[src/status_word_regs.svh]
// field positions and reset values of the primary-side status word
`ifndef STATUS_WORD_REGS_SVH
`define STATUS_WORD_REGS_SVH

`define STATUS_WORD_WIDTH 16
`define STATUS_WORD_RESET 16'h0000
`define BIT_RESERVED_TOP 15
`define BIT_PRIMARY_READY 14
`define BIT_PRIMARY_UNDERVOLTAGE 13
`define BIT_PRIMARY_OVERVOLTAGE 12
`define BIT_SHOOT_THROUGH 11
`define BIT_REGULATOR_CURRENT_LIMIT 10
`define BIT_SPI_FAULT 9
`define BIT_INTERNAL_RAIL_FAULT 8
`define FRAME_CLOCK_MULTIPLE 16
`define FRAME_COUNT_WIDTH 4

`endif

[src/status_word_pkg.sv]
// types shared by the status word block
package status_word_pkg;
	typedef enum logic [1:0] {
		clear_idle,
		clear_armed
	} clear_state_t;
	typedef logic [15:0] status_word_t;
endpackage

[src/sticky_flag.sv]
// a bank of latched fault flags: set wins over clear
`timescale 1ns/10ps
module sticky_flag
#(
	parameter int WIDTH = 1
)
(
	input wire logic clk_sys,
	input wire logic nrst,
	input wire logic [WIDTH-1:0] set_in,
	input wire logic [WIDTH-1:0] clear_in,
	output logic [WIDTH-1:0] flag_out
);
	logic [WIDTH-1:0] flag_reg;
	logic [WIDTH-1:0] flag_next;

	// a fault arriving in the clearing cycle must not be lost
	assign flag_next = set_in | (flag_reg & ~clear_in);
	assign flag_out = flag_reg;

	always_ff @(posedge clk_sys)
	begin
		if (!nrst)
			flag_reg <= '0;
		else
			flag_reg <= flag_next;
	end
endmodule // sticky_flag

[src/primary_status_word.sv]
// primary-side upper status word with latched faults and frame checking
`timescale 1ns/10ps
`include "status_word_regs.svh"

// What this block does
// RQ1: bit 14 shows primary side ready
// RQ2: bit 13 latches primary undervoltage fault
// RQ3: bit 12 latches primary overvoltage fault
// RQ4: bit 11 latches both inputs high
// RQ5: bit 10 latches regulator current limit
// RQ6: bit 9 set on bad clock count
// RQ7: bit 9 set on check value mismatch
// RQ8: bit 9 clears after valid command, read
// RQ9: bit 8 latches internal rail faults
// RQ10: bit 15 always reads zero
// RQ11: host writes never alter the word
module primary_status_word
#(
	parameter int FRAME_MULTIPLE = `FRAME_CLOCK_MULTIPLE
)
(
	input wire logic clk_sys,
	input wire logic nrst,
	input wire logic primary_ready,
	input wire logic primary_supply_under,
	input wire logic primary_supply_over,
	input wire logic input_noninverting,
	input wire logic input_inverting,
	input wire logic regulator_current_limit,
	input wire logic internal_rail_fault,
	input wire logic chip_select_low,
	input wire logic serial_clock_rise,
	input wire logic frame_check_error,
	input wire logic frame_valid,
	input wire logic status_read,
	input wire logic status_write,
	input wire logic [15:0] status_write_data,
	output status_word_pkg::status_word_t status_word
);
	import status_word_pkg::*;

	// ****************************************
	// local constants
	// ****************************************
	// a frame must carry a whole number of words of this many clock edges
	localparam int COUNT_W = $clog2(FRAME_MULTIPLE);
	localparam logic [COUNT_W-1:0] COUNT_LAST = COUNT_W'(FRAME_MULTIPLE - 1);

	// five level-type faults share one flag bank
	localparam int FLAG_COUNT = 5;

	// ****************************************
	// frame clock counting
	// ****************************************
	logic cs_low_reg;
	logic [COUNT_W-1:0] clk_count_reg;
	logic [COUNT_W-1:0] clk_count_next;
	logic [COUNT_W-1:0] clk_count_step;
	logic count_at_last;

	// modulo count, so the multiple need not be a power of two (it must be 2 or more)
	assign count_at_last = (clk_count_reg == COUNT_LAST);
	assign clk_count_step = count_at_last ? '0 : clk_count_reg + COUNT_W'(1);
	// edges outside the frame are dropped, and each frame starts from zero
	assign clk_count_next = !chip_select_low ? '0
		: (serial_clock_rise ? clk_count_step : clk_count_reg);

	always_ff @(posedge clk_sys)
	begin
		if (!nrst)
		begin
			cs_low_reg <= 1'b0;
			clk_count_reg <= '0;
		end
		else
		begin
			cs_low_reg <= chip_select_low;
			clk_count_reg <= clk_count_next;
		end
	end

	// ****************************************
	// frame end check
	// ****************************************
	logic frame_end;
	logic frame_short;
	logic spi_fault_set;

	// select released this cycle; the count still holds the whole frame
	assign frame_end = cs_low_reg & ~chip_select_low;
	assign frame_short = frame_end & (clk_count_reg != '0); // see RQ6
	assign spi_fault_set = frame_short | frame_check_error; // see RQ7

	// ****************************************
	// fault clearing sequence
	// ****************************************
	clear_state_t clear_reg;
	clear_state_t clear_next;
	logic spi_fault_clear;

	// clear only once a valid command has been seen, then the word is read
	always_comb
	begin
		clear_next = clear_reg;
		case (clear_reg)
			clear_idle:
			begin
				if (frame_valid)
					clear_next = clear_armed;
			end
			clear_armed:
			begin
				if (status_read)
					clear_next = clear_idle;
			end
			default: clear_next = clear_idle;
		endcase
	end
	assign spi_fault_clear = (clear_reg == clear_armed) & status_read; // see RQ8

	always_ff @(posedge clk_sys)
	begin
		if (!nrst)
			clear_reg <= clear_idle;
		else
			clear_reg <= clear_next;
	end

	// ****************************************
	// fault causes
	// ****************************************
	logic shoot_through_now;
	logic [FLAG_COUNT-1:0] flag_set;
	logic [FLAG_COUNT-1:0] flag_clr;

	assign shoot_through_now = input_noninverting & input_inverting;
	assign flag_set[0] = primary_supply_under; // see RQ2
	assign flag_set[1] = primary_supply_over; // see RQ3
	assign flag_set[2] = shoot_through_now; // see RQ4
	assign flag_set[3] = regulator_current_limit; // see RQ5
	assign flag_set[4] = internal_rail_fault; // see RQ9
	// level faults clear on a read only once their cause has gone
	assign flag_clr[0] = status_read & ~primary_supply_under;
	assign flag_clr[1] = status_read & ~primary_supply_over;
	// an overlap still present in the read cycle sets it again, as set wins
	assign flag_clr[2] = status_read;
	assign flag_clr[3] = status_read & ~regulator_current_limit;
	assign flag_clr[4] = status_read & ~internal_rail_fault;

	// ****************************************
	// latched fault flags
	// ****************************************
	logic [FLAG_COUNT-1:0] flag_val;
	logic spi_fault_flag;

	sticky_flag #(
		.WIDTH(FLAG_COUNT)
	) u_level_flags (
		.clk_sys(clk_sys),
		.nrst(nrst),
		.set_in(flag_set),
		.clear_in(flag_clr),
		.flag_out(flag_val)
	);

	sticky_flag #(
		.WIDTH(1)
	) u_spi_flag (
		.clk_sys(clk_sys),
		.nrst(nrst),
		.set_in(spi_fault_set),
		.clear_in(spi_fault_clear),
		.flag_out(spi_fault_flag)
	);

	// ****************************************
	// ready copy
	// ****************************************
	logic ready_reg;

	// registered so the ready bit moves in step with the latched faults
	always_ff @(posedge clk_sys)
	begin
		if (!nrst)
			ready_reg <= 1'b0;
		else
			ready_reg <= primary_ready; // see RQ1
	end

	// ****************************************
	// named fields
	// ****************************************
	logic primary_ready_flag;
	logic primary_undervoltage_flag;
	logic primary_overvoltage_flag;
	logic shoot_through_flag;
	logic regulator_current_limit_flag;
	logic internal_rail_fault_flag;

	assign primary_ready_flag = ready_reg;
	assign primary_undervoltage_flag = flag_val[0];
	assign primary_overvoltage_flag = flag_val[1];
	assign shoot_through_flag = flag_val[2];
	assign regulator_current_limit_flag = flag_val[3];
	assign internal_rail_fault_flag = flag_val[4];

	// ****************************************
	// word assembly
	// ****************************************
	// the write port reaches nothing here, so the word cannot be altered from outside
	always_comb
	begin
		status_word = `STATUS_WORD_RESET; // see RQ11
		status_word[`BIT_RESERVED_TOP] = 1'b0; // see RQ10
		status_word[`BIT_PRIMARY_READY] = primary_ready_flag;
		status_word[`BIT_PRIMARY_UNDERVOLTAGE] = primary_undervoltage_flag;
		status_word[`BIT_PRIMARY_OVERVOLTAGE] = primary_overvoltage_flag;
		status_word[`BIT_SHOOT_THROUGH] = shoot_through_flag;
		status_word[`BIT_REGULATOR_CURRENT_LIMIT] = regulator_current_limit_flag;
		status_word[`BIT_SPI_FAULT] = spi_fault_flag;
		status_word[`BIT_INTERNAL_RAIL_FAULT] = internal_rail_fault_flag;
	end
endmodule // primary_status_word

[config.mk]
export PLATFORM = sky130hd
export DESIGN_NAME = primary_status_word
export DESIGN_NICKNAME = d
export VERILOG_FILES = /design/src/status_word_pkg.sv /design/src/sticky_flag.sv /design/src/primary_status_word.sv
export VERILOG_INCLUDE_DIRS = /design/src
export SDC_FILE = /design/constraint.sdc
export NUM_CORES = 1
export LEC_CHECK = 0
export ABC_AREA = 1
export BUFFER_PORTS_ARGS = -buffer_cell sky130_fd_sc_hd__buf_4
export CORE_MARGIN = 4
export CORE_UTILIZATION = 25
export CTS_CLUSTER_SIZE = 24
export DETAILED_ROUTE_END_ITERATION = 6
export PLACE_DENSITY = 0.53
export SYNTH_ARGS = -nofsm -noshare
export SYNTH_HDL_FRONTEND = slang
export SYNTH_SLANG_ARGS = --single-unit
[constraint.sdc]
create_clock -name clk_sys -period 2.8 [get_ports clk_sys]
set_clock_uncertainty 0.15 [all_clocks]
set_input_delay 0.14 -clock clk_sys [delete_from_list [all_inputs] [get_ports clk_sys]]
set_output_delay 0.14 -clock clk_sys [all_outputs]
set_load 0.01 [all_outputs]
==> results of run 1 <==
==> cell type report <==
| class | instances | area share (%) |
|---|---|---|
| Tap cell | 28 | 4.02 |
| Multi-Input combinational cell | 51 | 28.0 |
| Timing Repair Buffer | 33 | 32.1 |
| Sequential cell | 13 | 29.8 |
| Clock buffer | 4 | 3.01 |
| Inverter | 7 | 3.01 |
==> final timing paths <==
check	to	startpoint	slack [ns]	cells after the start
setup / recovery	u_spi_flag.flag_out	clk_count_reg[0]	1.13	6
hold / removal	clk_count_reg[2]	chip_select_low	0.01	3
setup reg to reg	u_spi_flag.flag_out	clk_count_reg[0]	1.13	6
hold reg to reg	u_level_flags.flag_out[2]	u_level_flags.flag_out[2]	0.32	2
==> metrics by stage <==
stage,power [uW],setup slack [ns]
floorplan,238,1.67
global placement,255,1.63
detailed placement,256,1.63
CTS,390,1.14
global route,407,1.01
finish,382,1.13
==> synth_stat cells (all sizes together) <==
cell type and instances:
a21oi 9, buf 11, conb 1, dfxtp 13
ha 2, inv 7, nand2 14, nand4 1
nor2 12, o21ai 1, o21bai 1, xnor2 1
xor2 1
==> metal layers <==
layer | track usage, % | wire length, um
met1 | 9.90 | 549
met2 | 12.9 | 558
met3 | 5.29 | 148
met4 | 1.02 | 0
met5 | 0 | 0
==> repair_timing <==
item / 4_1_cts / 5_1_grt
endpoints found under the hold margin: 9 / 0
buffers inserted: 0 / 0
hold buffers: 13 / 0
endpoints found under the setup margin: 0 / 0
gates resized for setup: 0 / 0
==> critical path, cell delays in order, from the launching register on <==
cell and delay [ns]:
dfxtp_1 0.41, inv_1 0.06, ha_1 0.20, nand2_1 0.06
nand2_1 0.05, a21oi_1 0.13, dlygate4sd3_1 0.55
==> power by group <==
| group | switching, uW | internal, uW |
|---|---|---|
| clock network | 60.1 | 55.2 |
| registers | 5.21 | 194 |
| logic | 28.6 | 38.8 |
| total | 93.9 | 288 |
==> cells by family after synthesis <==
logic type,count (synthesis),share of synthesized area [%]
buffers and inverters,18,18.7
xor gates and xnor gates,2,3.00
other,1,0.643
adders and majority gates,2,4.29
AOI/OAI and AO/OA,11,10.5
and+or+nand+nor,27,18.2
DFF,13,44.6
==> results.tsv, run 1 <==
stage	metric	value	unit
status	outcome	finished, final reports clean	
floorplanning	ios	47	
layout	mostFrequentLayoutCell	buf_4	
clocking	cts_buffers	3	
sta	finalSetupTns	0	ns
floorplanning	dieArea	3170	um2
placed_design	gp_congestion	0.776	
clocking	cts_tree	built	
sta	rsz0062_at_grt	no	
sta	setup_violations	0	
drt	drt_iter0_drc	12	
layout	final_cell_mix	buf_4 (20), nand2_1 (13), dfxtp_1 (13), dlygate4sd3_1 (13), nor2_1 (12)	
layout	fillers	237	
worst_setup_path	cp.arrival	1.74	ns
worst_setup_path	required	2.87	ns
sta	period_share	59.6	%
layout	regArea	260	um2
logic_synthesis	syn_area	583	um2
layout	diodes	0	
floorplanning	die_y	56.3	um
drt	wirelength	1.26	mm
logic_synthesis	ys_types	14	
sta	hold_slack	0.0104	ns
global_routing	overflow	0	
worst_setup_path	worstSetupStartpointType	flop	
drt	routedWlPerCell	9.24	um
worst_hold_path	holdCritPathClass	in -> reg	
layout	largest_register_ffs	5	
global_routing	first_global_vias	483	
logic_synthesis	synth-seq-area-share	44.6	%
sta	fmaxAchievable	600	MHz
drt	firstDrtPassIters	4	
floorplanning	start_util	26.4	%
global_routing	grt_max_degree	8	
global_routing	antenna_found_initial	0	
clocking	cts.clk_slew.worst_paths	0.08	ns
global_routing	grtUsageTotal	8.28	%
drt	via_per_inst	3.88	
global_routing	grt_first_pass_wirelength	2.01	mm
drt	drc	0	
logic_synthesis	ys.warnings.count	0	
worst_setup_path	crit_fanout	4	
layout	drive_above_1_share	23.1	%
clocking	clk_path_buf_depth	2	
job	drv_cap	0	
sta	hold_viol	0	
logic_synthesis	synth.area.top_cells	dfxtp_1 (45%), buf_4 (14%), nand2_1 (8.4%)	
logic_synthesis	syn_avg_cell_area	7.88	um2
layout	multiInputGateArea	244	um2
sta	fin_crit	1.67	ns
clocking	clock_sink_count	13	
placed_design	dp.cells	119	
sta	maxSlewViolCount	0	
layout	area_delta_synth_final	49.6	%
logic_synthesis	synth_area_leader_cell	dfxtp_1	
worst_setup_path	end_kind	flop	
clocking	htreeDepth	1	
power	power.density_cell_area	438	nW/um2
placed_design	place_hpwl	869	um
logic_synthesis	synth_seq_cells	13	
drt	drt.antenna.violating_nets	0	
floorplanning	core	2210	um2
floorplanning	die_x	56.3	um
clocking	cts_root_buf	clkbuf_4	
layout	final_cells	136	
floorplanning	placementRows	17	
clocking	insertion_delay	0.27	ns
layout	utilization	39.4	%
layout	final_net_count	142	
worst_setup_path	crit_type	reg -> reg	
power	vdd_drop_max	0.000256	V
layout	final_cell_area	872	um2
power	leakagePower	0.000420	uW
drt	vias	527	
logic_synthesis	synth.top_cell.area_share	44.6	%
placed_design	dpl_cell_area	716	um2
placed_design	port_buffers	20	
logic_synthesis	postSynthCellCount	74	
Power figures use the tool's default switching activity.
==> inputs of run 2 (changes only) <==
--- a/config.mk
+++ b/config.mk
@@ -12,7 +12,7 @@
 export CORE_UTILIZATION = 25
 export CTS_CLUSTER_SIZE = 24
 export DETAILED_ROUTE_END_ITERATION = 6
-export PLACE_DENSITY = 0.53
+export PLACE_DENSITY = 0.55
 export SYNTH_ARGS = -nofsm -noshare
 export SYNTH_HDL_FRONTEND = slang
 export SYNTH_SLANG_ARGS = --single-unit
==> constraint.sdc (replaced) <==
create_clock -name clk_sys -period 1.35 [get_ports clk_sys]
set_clock_uncertainty 0.15 [all_clocks]
set_input_delay 0.0675 -clock clk_sys [delete_from_list [all_inputs] [get_ports clk_sys]]
set_output_delay 0.0675 -clock clk_sys [all_outputs]
set_load 0.01 [all_outputs]
==> run 2 against run 1 <==
Effect of this change:
- clock power up 100%
- largest cell class unchanged
- combinational power is 100% higher
- count of clock-buffer cells in the layout stayed put
- critical path type unchanged
- hold slack improved by 0.31 ns
- setup slack lost 0.96 ns
- power grew 100%
- final cell count unchanged
- core utilization unchanged
- critical path depth is 2 lower
- global-route usage is 0.14 points higher
==> results.tsv, run 2 (synthesized netlist as in run 1, its figures left out) <==
stage	metric	value	unit	change
status	outcome	finished, final reports clean		unchanged
power	leakagePower	0.000420	uW	about the same
floorplanning	core	2210	um2	unchanged
layout	area_delta_synth_final	49.6	%	unchanged
power	finalPower	782	uW	was 382 uW
worst_setup_path	crit_fanout	4		unchanged
layout	final_cell_mix	buf_4 (20), nand2_1 (13), dfxtp_1 (13), dlygate4sd3_1 (13), nor2_1 (12)		unchanged
global_routing	gr-usage-met1	8.08	%	was 9.90%
worst_setup_path	r2r_slack	0.17	ns	was 1.13 ns
global_routing	use_met3	3.45	%	was 5.29%
global_routing	overflow	0		unchanged
clocking	insertion_delay	0.27	ns	about the same
worst_hold_path	hold-path-cell-count	2		was 3
worst_setup_path	r2r-start	clk_count_reg[0]		unchanged
global_routing	antenna_found_initial	0		unchanged
drt	drt.antenna.violating_nets	0		unchanged
worst_setup_path	end_kind	flop		unchanged
drt	vias	528		was 527
layout	mostFrequentLayoutCell	buf_4		unchanged
sta	fmaxAchievable	845	MHz	was 600 MHz
sta	setup_violations	0		unchanged
floorplanning	die_y	56.3	um	unchanged
sta	rsz0062_at_grt	no		unchanged
sta	maxSlewViolCount	0		unchanged
floorplanning	placementRows	17		unchanged
global_routing	use_met2	15.9	%	was 12.9%
clocking	cts_tree	built		unchanged
worst_setup_path	required	1.37	ns	was 2.87 ns
drt	via_per_inst	3.88		about the same
placed_design	gp_congestion	0.676		was 0.776
worst_setup_path	cp.arrival	1.20	ns	was 1.74 ns
layout	final_net_count	142		unchanged
sta	fin_crit	1.18	ns	was 1.67 ns
floorplanning	ios	47		unchanged
clocking	htreeDepth	1		unchanged
worst_hold_path	min_from	u_level_flags.flag_out[2]		was chip_select_low
layout	diodes	0		unchanged
drt	drt_iter0_drc	9		was 12
power	power.density_cell_area	896	nW/um2	was 438 nW/um2
worst_setup_path	reg2reg_depth	4		was 6
drt	firstDrtPassIters	2		was 4
layout	fillers	223		was 237
clocking	clk_path_buf_depth	2		unchanged
drt	wirelength	1.23	mm	was 1.26 mm
layout	largest_register_ffs	5		unchanged
power	vdd_drop_max	0.000666	V	was 0.000256 V
global_routing	grt_first_pass_wirelength	2.07	mm	was 2.01 mm
clocking	cts_root_buf	clkbuf_4		unchanged
global_routing	grtUsageTotal	8.42	%	was 8.28%
layout	utilization	39.4	%	unchanged
global_routing	first_global_vias	505		was 483
clocking	clock_sink_count	13		unchanged
worst_hold_path	hold-path-endpoint	u_level_flags.flag_out[2]		was clk_count_reg[2]
clocking	cts.repair.resized	0		unchanged
sta	finalSetupTns	0	ns	unchanged
clocking	cts.clk_slew.worst_paths	0.07	ns	was 0.08 ns
floorplanning	dieArea	3170	um2	unchanged
drt	drc	0		unchanged
worst_setup_path	crit_type	reg -> reg		unchanged
worst_setup_path	worstSetupStartpointType	flop		unchanged
drt	routedWlPerCell	9.05	um	was 9.24 um
floorplanning	start_util	26.4	%	unchanged
worst_setup_path	r2r-end	clk_count_reg[1]		was u_spi_flag.flag_out
job	drv_cap	0		unchanged
floorplanning	die_x	56.3	um	unchanged
placed_design	port_buffers	20		unchanged
global_routing	top_usage_layer	met2		unchanged
clocking	cts_buffers	3		unchanged
sta	hold_viol	0		unchanged
placed_design	place_hpwl	914	um	was 869 um
worst_hold_path	holdCritPathClass	reg -> reg		was in -> reg
sta	period_share	87.6	%	was 59.6%
global_routing	grt_max_degree	8		unchanged
layout	drive_above_1_share	23.1	%	unchanged
-- run 2: layer usage --
layer | share of wire (%) | wire length, um | vias to the layer above
met3 | 6.2 | 76 | 2
met2 | 56 | 692 | 15
met4 | 0.16 | 2 | 0
li1 | - | - | 279
met5 | 0 | 0 | -
met1 | 37 | 460 | 232
-- run 2: worst max-delay path, cell delays in order (launching register included) --
cell     delay (ns)
dfxtp_1        0.40
inv_1          0.06
ha_1           0.28
a21oi_1        0.14
nor2_1         0.04
-- run 2: per-stage QoR --
step / hold WS [ns] / setup WS [ns] / cell area [um2] / std cells
3_3_place_gp: 0.106 / 0.185 / 716 / 119
3_5_place_dp: 0.103 / 0.171 / 716 / 119
6_report: 0.317 / 0.167 / 872 / 136
2_1_floorplan: 0.0110 / 0.217 / 613 / 82
5_1_grt: 0.345 / 0.116 / 872 / 136
4_1_cts: 0.319 / 0.0184 / 882 / 137
-- run 2: timing repair --
| item | in CTS | in global routing |
|---|---|---|
| buffers inserted | 0 | 0 |
| hold buffers | 14 | 0 |
| setup endpoints to repair | 0 | 1 |
| hold endpoints to repair | 12 | 0 |
-- run 2: how the worst max path moves through the flow --
stage | from | slack (ns) | cells past startpoint | to
after floorplan | clk_count_reg[0] | 0.22 | 4 | clk_count_reg[1]
after global placement | clk_count_reg[0] | 0.19 | 4 | clk_count_reg[1]
after detailed placement | clk_count_reg[0] | 0.17 | 4 | clk_count_reg[1]
after CTS | nrst | 0.02 | 5 | primary_ready_flag
after global routing | clk_count_reg[0] | 0.12 | 4 | clk_count_reg[1]
final | clk_count_reg[0] | 0.17 | 4 | clk_count_reg[1]
-- run 2: layout make-up --
class	count	area [um2]	area share (%)
Sequential cell	13	260	29.8
Timing Repair Buffer	33	280	32.1
Multi-Input combinational cell	51	244	28.0
Clock buffer	4	26.3	3.01
Inverter	7	26.3	3.01
Tap cell	28	35.0	4.02
-- run 2: report_power, final --
part | internal (uW) | switching, uW
clock network | 114 | 116
registers | 403 | 10.6
logic | 78.7 | 59.6
